--- src/atx_defines.svh ---
// timing counts, opcodes and fifo figures for the arinc transmitter
// assumes a 20 MHz system clock and a 1 MHz transmit timebase derived from it
//
// Overview of operation
// - opcode 0x0c appends word to fifo in order
// - fifo holds 32 words; empty flag when none
// - half flag set above 16 words
// - full flag and full pin at 32 words
// - writes while full are dropped
// - parity on: bit 32 makes odd parity
// - parity off: all 32 bits sent unchanged
// - loopback feeds receiver one, inverted receiver two
// - loopback holds bus outputs at null
// - auto off: opcode 0x40 starts transmission
// - run continues until fifo empty
// - auto off: later words wait for start
// - auto on: start at chip select rise
// - tristate floats drivers, rest keeps running
// - one positive, zero negative, null zero differential
// - rate bit picks speed and slope
// - bit is 10/80 ticks, half data half null
// - word gap 40/320 ticks of null
// - irq pulse lasts one timebase period
`ifndef ATX_DEFINES_SVH
`define ATX_DEFINES_SVH
`define ATX_CLK_PERIOD_NS 50
`define ATX_TB_PERIOD_NS  1000
`define ATX_TB_DIV        (`ATX_TB_PERIOD_NS / `ATX_CLK_PERIOD_NS)
`define ATX_OP_WRITE      8'h0c
`define ATX_OP_START      8'h40
`define ATX_DEPTH         32
`define ATX_HALF_LEVEL    16
`define ATX_WORD_BITS     32
`define ATX_LABEL_BITS    8
`define ATX_HI_BIT_TICKS  10
`define ATX_LO_BIT_TICKS  80
`define ATX_HI_GAP_TICKS  40
`define ATX_LO_GAP_TICKS  320
`define ATX_IRQ_CYCLES    `ATX_TB_DIV
`endif

--- src/atx_pkg.sv ---
// types shared by the arinc transmitter
// assumes atx_defines.svh is on the include path
`include "atx_defines.svh"
package atx_pkg;
    typedef enum logic [1:0] {ATX_IDLE, ATX_BIT, ATX_GAP} atx_phase_t;

    // pos high = one, neg high = zero, both low = null
    typedef struct packed {
        logic pos;
        logic neg;
    } atx_line_t;

    typedef struct packed {
        logic [`ATX_DEPTH-1:0][`ATX_WORD_BITS-1:0] mem;
        logic [4:0]                                wr_ptr;
        logic [4:0]                                rd_ptr;
        logic [5:0]                                count;
        atx_phase_t                                phase;
        logic                                      running;
        logic [4:0]                                div;
        logic [8:0]                                tick_cnt;
        logic [4:0]                                bit_idx;
        logic [`ATX_WORD_BITS-1:0]                 shreg;
        logic [4:0]                                irq_cnt;
        logic                                      empty;
        logic                                      half;
        logic                                      full;
        atx_line_t                                 bus;
        atx_line_t                                 rx1;
        atx_line_t                                 rx2;
        logic                                      oe;
        logic                                      slow;
        logic                                      irq;
    } atx_state_t;
endpackage : atx_pkg

--- src/atx_transmitter.sv ---
// arinc 429 transmit path: 32 word fifo, parity, serialiser and line control
// assumes the spi front end decodes opcodes and pulses cmd_valid and cs_rise
// on this clock; control bits come from the transmit control register
`timescale 1ns/1ps
`include "atx_defines.svh"
module atx_transmitter
    import atx_pkg::*;
(
    input  wire logic        clk,
    input  wire logic        srst,
    input  wire logic        cmd_valid,
    input  wire logic [7:0]  cmd_opcode,
    input  wire logic [31:0] cmd_data,
    input  wire logic        cs_rise,
    input  wire logic        parity_insert_enable,
    input  wire logic        loopback_test_enable,
    input  wire logic        auto_send_enable,
    input  wire logic        driver_tristate_enable,
    input  wire logic        rate_slow,
    output logic             tx_fifo_empty_flag,
    output logic             tx_fifo_half_flag,
    output logic             tx_fifo_full_flag,
    output logic             tx_full_pin,
    output logic             bus_out_pos,
    output logic             bus_out_neg,
    output logic             protected_out_pos,
    output logic             protected_out_neg,
    output logic             driver_oe,
    output logic             slow_slope,
    output atx_line_t        receiver_one,
    output atx_line_t        receiver_two,
    output logic             tx_idle_irq_pin
);

    localparam atx_line_t LINE_NULL = 2'h0;

    atx_state_t s;
    atx_state_t next_s;
    logic       push;
    logic       pop;
    logic       start;
    logic       tick;
    logic [8:0] bit_ticks;
    logic [8:0] half_ticks;
    logic [8:0] gap_ticks;
    logic [31:0] head;
    atx_line_t  line;

    // bit position on the wire: label msb first, then the rest ascending
    function automatic logic [4:0] wire_order(input logic [4:0] i);
        return (i < 5'(`ATX_LABEL_BITS)) ? 5'(`ATX_LABEL_BITS - 1) - i : i;
    endfunction : wire_order

    always_comb begin
        next_s = s;
        pop = 1'b0;
        head = s.mem[s.rd_ptr];
        push = cmd_valid && (cmd_opcode == `ATX_OP_WRITE) && !s.full;
        // auto mode still honours an explicit start opcode
        start = (cmd_valid && (cmd_opcode == `ATX_OP_START))
              || (cs_rise && auto_send_enable);
        tick = (s.div == 5'(`ATX_TB_DIV - 1));
        next_s.div = tick ? 5'h00 : s.div + 5'h01;
        bit_ticks = rate_slow ? 9'(`ATX_LO_BIT_TICKS) : 9'(`ATX_HI_BIT_TICKS);
        half_ticks = bit_ticks >> 1;
        gap_ticks = rate_slow ? 9'(`ATX_LO_GAP_TICKS) : 9'(`ATX_HI_GAP_TICKS);

        unique case (s.phase)
            ATX_IDLE: begin
                if (s.running && (s.count != 6'h00)) begin
                    pop = 1'b1;
                end
            end
            ATX_BIT: begin
                if (tick) begin
                    // >= so a rate change mid-bit cannot run the count past its end
                    if (s.tick_cnt >= bit_ticks - 9'h001) begin
                        next_s.tick_cnt = 9'h000;
                        if (s.bit_idx == 5'(`ATX_WORD_BITS - 1)) begin
                            next_s.phase = ATX_GAP;
                        end else begin
                            next_s.bit_idx = s.bit_idx + 5'h01;
                        end
                    end else begin
                        next_s.tick_cnt = s.tick_cnt + 9'h001;
                    end
                end
            end
            ATX_GAP: begin
                if (tick) begin
                    if (s.tick_cnt >= gap_ticks - 9'h001) begin
                        next_s.tick_cnt = 9'h000;
                        if (s.running && (s.count != 6'h00)) begin
                            pop = 1'b1;
                        end else begin
                            next_s.phase = ATX_IDLE;
                            next_s.irq_cnt = 5'(`ATX_IRQ_CYCLES);
                        end
                    end else begin
                        next_s.tick_cnt = s.tick_cnt + 9'h001;
                    end
                end
            end
        endcase

        if (pop) begin
            next_s.phase = ATX_BIT;
            next_s.tick_cnt = 9'h000;
            next_s.bit_idx = 5'h00;
            next_s.rd_ptr = s.rd_ptr + 5'h01;
            next_s.shreg = head;
            if (parity_insert_enable) begin
                next_s.shreg[31] = ~^head[30:0];
            end // else bit 32 goes out as loaded
            // the run ends the moment the fifo drains; later words wait
            if ((s.count == 6'h01) && !push) begin
                next_s.running = 1'b0;
            end
        end
        // start after the pop so a start in the same cycle is not lost
        if (start && ((s.count != 6'h00) || push)) begin
            next_s.running = 1'b1;
        end

        if (push) begin
            next_s.mem[s.wr_ptr] = cmd_data;
            next_s.wr_ptr = s.wr_ptr + 5'h01;
        end
        next_s.count = s.count + {5'h00, push} - {5'h00, pop};
        next_s.empty = (next_s.count == 6'h00);
        next_s.half = (next_s.count > 6'(`ATX_HALF_LEVEL));
        next_s.full = (next_s.count == 6'(`ATX_DEPTH));

        // data for the first half of each bit, null otherwise
        line = LINE_NULL;
        if ((next_s.phase == ATX_BIT) && (next_s.tick_cnt < half_ticks)) begin
            line.pos = next_s.shreg[wire_order(next_s.bit_idx)];
            line.neg = ~line.pos;
        end
        next_s.bus = loopback_test_enable ? LINE_NULL : line;
        next_s.rx1 = loopback_test_enable ? line : LINE_NULL;
        next_s.rx2 = loopback_test_enable ? {line.neg, line.pos} : LINE_NULL;
        next_s.oe = !driver_tristate_enable;
        next_s.slow = rate_slow;

        if (s.irq_cnt != 5'h00 && next_s.irq_cnt == s.irq_cnt) begin
            next_s.irq_cnt = s.irq_cnt - 5'h01;
        end
        next_s.irq = (next_s.irq_cnt != 5'h00);
    end

    always_ff @(posedge clk) begin
        if (srst) begin
            s <= '0;
            s.empty <= 1'b1;
            s.phase <= ATX_IDLE;
        end else begin
            s <= next_s;
        end
    end

    // the tristate only gates the drivers; fifo and sequencing run on
    assign tx_fifo_empty_flag = s.empty;
    assign tx_fifo_half_flag  = s.half;
    assign tx_fifo_full_flag  = s.full;
    assign tx_full_pin        = s.full;
    assign bus_out_pos        = s.bus.pos;
    assign bus_out_neg        = s.bus.neg;
    assign protected_out_pos  = s.bus.pos;
    assign protected_out_neg  = s.bus.neg;
    assign driver_oe          = s.oe;
    assign slow_slope         = s.slow;
    assign receiver_one       = s.rx1;
    assign receiver_two       = s.rx2;
    assign tx_idle_irq_pin    = s.irq;
endmodule : atx_transmitter

--- config.mk ---
export PLATFORM = sky130hd
export DESIGN_NAME = atx_transmitter
export DESIGN_NICKNAME = d
export VERILOG_FILES = /design/src/atx_pkg.sv /design/src/atx_transmitter.sv
export VERILOG_INCLUDE_DIRS = /design/src
export SDC_FILE = /design/constraint.sdc
export NUM_CORES = 2
export LEC_CHECK = 0
export BUFFER_PORTS_ARGS = -buffer_cell sky130_fd_sc_hd__buf_2
export CAP_MARGIN = 10
export CORE_ASPECT_RATIO = 0.6
export CORE_UTILIZATION = 60
export CTS_CLUSTER_SIZE = 30
export DETAILED_ROUTE_END_ITERATION = 10
export PLACE_DENSITY_LB_ADDON = 0.1
export SLEW_MARGIN = 20
export SYNTH_ARGS = -nofsm -noshare
export SYNTH_HDL_FRONTEND = slang
export SYNTH_SLANG_ARGS = --single-unit
--- constraint.sdc ---
create_clock -name clk -period 4.5 [get_ports clk]
set_input_delay 0.45 -clock clk [delete_from_list [all_inputs] [get_ports clk]]
set_output_delay 0.45 -clock clk [all_outputs]
set_load 0.03 [all_outputs]
==> flow_summary_export.csv <==
group,metric,value,unit
run_status,status,"completed",
cells_and_area,areaGrowthSynthToFinish,8.515,%
global_routing,use_met2,56.11,%
route,wire_per_inst,24.55,um
logic_synthesis,synth-edff-count,0,
sta,fin_ws,0.4722,ns
floorplan,core,0.08018,mm^2
critical_path,reg2reg_depth,14,
placed_design,io_buffer_count,63,
route,drc_errors,0,
global_routing,grt_most_used_layer,"met1",
global_routing,grt_usage,39.36,%
global_routing,globalRouteOverflowTotal,0,
route,antenna_left,0,
cts,cts.clk_slew.worst_paths,0.07,ns
critical_path,worst_r2r_startpoint,"s[60]",
sta,post-route-period-util,89.51,%
sta,setup_viol,0,
logic_synthesis,synth-seq-cells,1109,
logic_synthesis,synth.avg_cell_area,8.349,um^2
logic_synthesis,synth_nets,5946,
logic_synthesis,netlist_area,0.04898,mm^2
cells_and_area,nets,5709,
placed_design,place_ws,0.2268,ns
cts,h-tree-depth,3,
sta,min_period,4.028,ns
sta,drv_slew,0,
sta,hold_viol,0,
pwr,ir_drop,0.3601,mV
critical_path,cp_max_fo,7,
sta,worstMarginPinSlew,1.225,ns
global_routing,grt_util_met3,8.864,%
floorplan,rows,80,
logic_synthesis,ys_async_sr_fraction,0,%
placed_design,place_congestion,0.9152,
critical_path,worstPathCellList,"ha_1 -> or3_1 -> o21a_1 -> and3_1 -> nand4_1 -> mux2_2 -> nand2_1 -> ha_1 -> xnor3_1 -> mux2i_1 -> o311ai_0 -> a221oi_1 -> a22oi_1 -> a31oi_1",
route,drtPass1Iterations,7,
logic_synthesis,synthesis.instances,5866,
global_routing,antenna_found_initial,1,
logic_synthesis,ys_seq_area_share,45.33,%
cells_and_area,num-fill-cells,6600,
cells_and_area,n_antenna_cell,0,
cts,cts_tree,"done",
logic_synthesis,yosysTopAreaCell,"dfxtp_1",
hold_path,hold_start,"loopback_test_enable",
global_routing,grt_util_met1,57.84,%
hold_path,hold_end,"receiver_two[1]",
run,drv_cap,0,
logic_synthesis,synth_most_common_cell,"nand2_1",
pwr,p_clk_share,44.3,%
cts,cts_hold_buf,1,
hold_path,hold_depth,3,
cells_and_area,layout-drive-gt1-share,10.69,%
route,postRouteWirelength,166.4,mm
sta,max_slew_margin,18.36,%
critical_path,path_class,"reg -> reg",
logic_synthesis,synthTopCellsByArea,"dfxtp_1, nand2_1, a21oi_1",
floorplan,die-area,0.08281,mm^2
sta,fmax,248.3,MHz
cts,cts_resized,0,
pwr,power_frac_comb,9.3,%
placed_design,dp_hpwl,97.03,mm
pwr,internal_power,16090,uW
floorplan,die_w,370.8,um
sta,fin_setup_tns,0,ns
cts,cts_root_buf,"clkbuf_16",
critical_path,rr_endpoint,"bus_out_neg",
logic_synthesis,ys_warn_count,0,
critical_path,cp.arrival,4.65,ns
global_routing,grt_max_degree,136,
pwr,p_seq_share,46.4,%
floorplan,die_h,223.3,um
pwr,switching_share,24.96,%
sta,rsz0062_at_grt,"no",
cts,numCtsBuffers,99,
cts,cts.sinks,1109,
logic_synthesis,synth_cell_type_count,86,
cts,clock_latency,0.71,ns
sta,skew,0.01772,ns
route,drt-initial-drc-count,6415,
logic_synthesis,synthFlopType,"dfxtp_1",
pwr,power_per_cell_area,403.4,mW/mm^2
pwr,p_leak,0.01702,uW
critical_path,slowest_stage,"xnor3_1",
floorplan,start_util,61.08,%
route,vias_per_cell,6.385,
pwr,p_sw,5352,uW
hold_path,min_path_type,"in -> reg",
critical_path,critPathMostFrequentCell,"ha_1",
cts,cts_setup_buffers,0,
critical_path,end_kind,"flip-flop",
placed_design,post_dp_cell_area,0.04953,mm^2
critical_path,start_kind,"flip-flop",
logic_synthesis,synth_common_cells,"nand2_1, dfxtp_1, a21oi_1",
global_routing,grt_pass1_vias,39254,
cells_and_area,fin_area,0.05315,mm^2
critical_path,slowest_delay,0.49,ns
cts,cts_buffer_depth,3,
logic_synthesis,synth_top_area_share,45.33,%
global_routing,grt_pass1_wl,247.6,mm
route,vias,43287,
critical_path,worstPathRequired,5.12,ns
critical_path,reg2reg_slack,0.47,ns
floorplan,num_io_pins,64,
cell families after synthesis:
kind of cell             share of synthesized area, %
XOR/XNOR                                       0.9938
adder cells (fa/ha/maj)                        0.8073
AO/OA/AOI/OAI                                   15.37
buffers and inverters                           5.947
multiplexers                                    12.44
AND/OR/NAND/NOR                                 19.11
flip-flops                                      45.33
sequential cells by signal (all words and copies together) (netlist names):
signal / count
bus_out_neg: 1
bus_out_pos: 1
driver_oe: 1
receiver_two: 2
s: 1099
slow_slope: 1
tx_fifo_empty_flag: 1
tx_fifo_full_flag: 1
tx_fifo_half_flag: 1
tx_idle_irq_pin: 1
per-stage QoR:
step	cells	hold WS, ns	utilization (%)	total power [uW]
global route	6779	0.07804	66.29	21960
finish	6779	0.07373	66.29	21440
detailed placement	6593	0.4433	61.78	12140
CTS	6779	0.04717	66.28	21420
global placement	6593	0.4372	61.78	12130
floorplan	5866	0.4293	-	11850
how the worst max path moves through the flow:
stage,start,end,slack (ns)
final,s[60],bus_out_neg,0.47
after global placement,rate_slow,bus_out_pos,0.21
after global routing,s[63],bus_out_pos,0.12
after floorplan,rate_slow,bus_out_pos,0.33
after detailed placement,rate_slow,receiver_two[0],0.23
after CTS,s[63],receiver_two[0],0.52
metal layers:
| metal | up-vias | part of all wire (%) |
|---|---|---|
| li1 | 19342 | - |
| met2 | 2722 | 42 |
| met3 | 381 | 12 |
| met4 | 0 | 3.9 |
| met5 | - | 0 |
| met1 | 20842 | 42 |
power groups by stage:
stage	Sequential (uW)	Combinational, uW	Clock [uW]
final	9950	2000	9490
after global routing	9950	2120	9890
after CTS	9940	1980	9500
after detailed placement	10200	1970	0
after global placement	10200	1960	0
after floorplan	10200	1680	0
cell type report:
cell class	instances	area [um^2]	share of cell area [%]
Multi-Input combinational cell	4180	24050	45.24
Sequential cell	1109	22210	41.80
Clock buffer	133	2838	5.339
Timing Repair Buffer	213	1854	3.489
Tap cell	1066	1334	2.510
Clock inverter	52	763.2	1.436
Inverter	26	97.59	0.1836
placed cells by master, fill, tap and decap left out, types with 29 or more instances in the layout:
cell       Yosys  routed
nand2_1     2118    2118
a21oi_1     1105    1105
dfxtp_1     1109    1105
mux2i_1      134     134
mux4_2       134     134
buf_4         17     117
nor2_1       146     113
clkbuf_16      0     101
buf_2         25      62
a22oi_1       57      57
mux4_1        55      55
buf_12        17      32
ha_1          30      30
nand3_1       29      29
xnor2_1       29      29
o221ai_1      29      29
critical path: cells and delay by family (launching register included):
kind / cells / cell delay (ns)
compound gates: 5 / 1.09
simple gates: 4 / 0.86
mux: 2 / 0.58
fa+ha+maj: 2 / 0.54
xor+xnor: 1 / 0.49
flops: 1 / 0.39
Note: power is estimated with default switching activity, not from simulation.
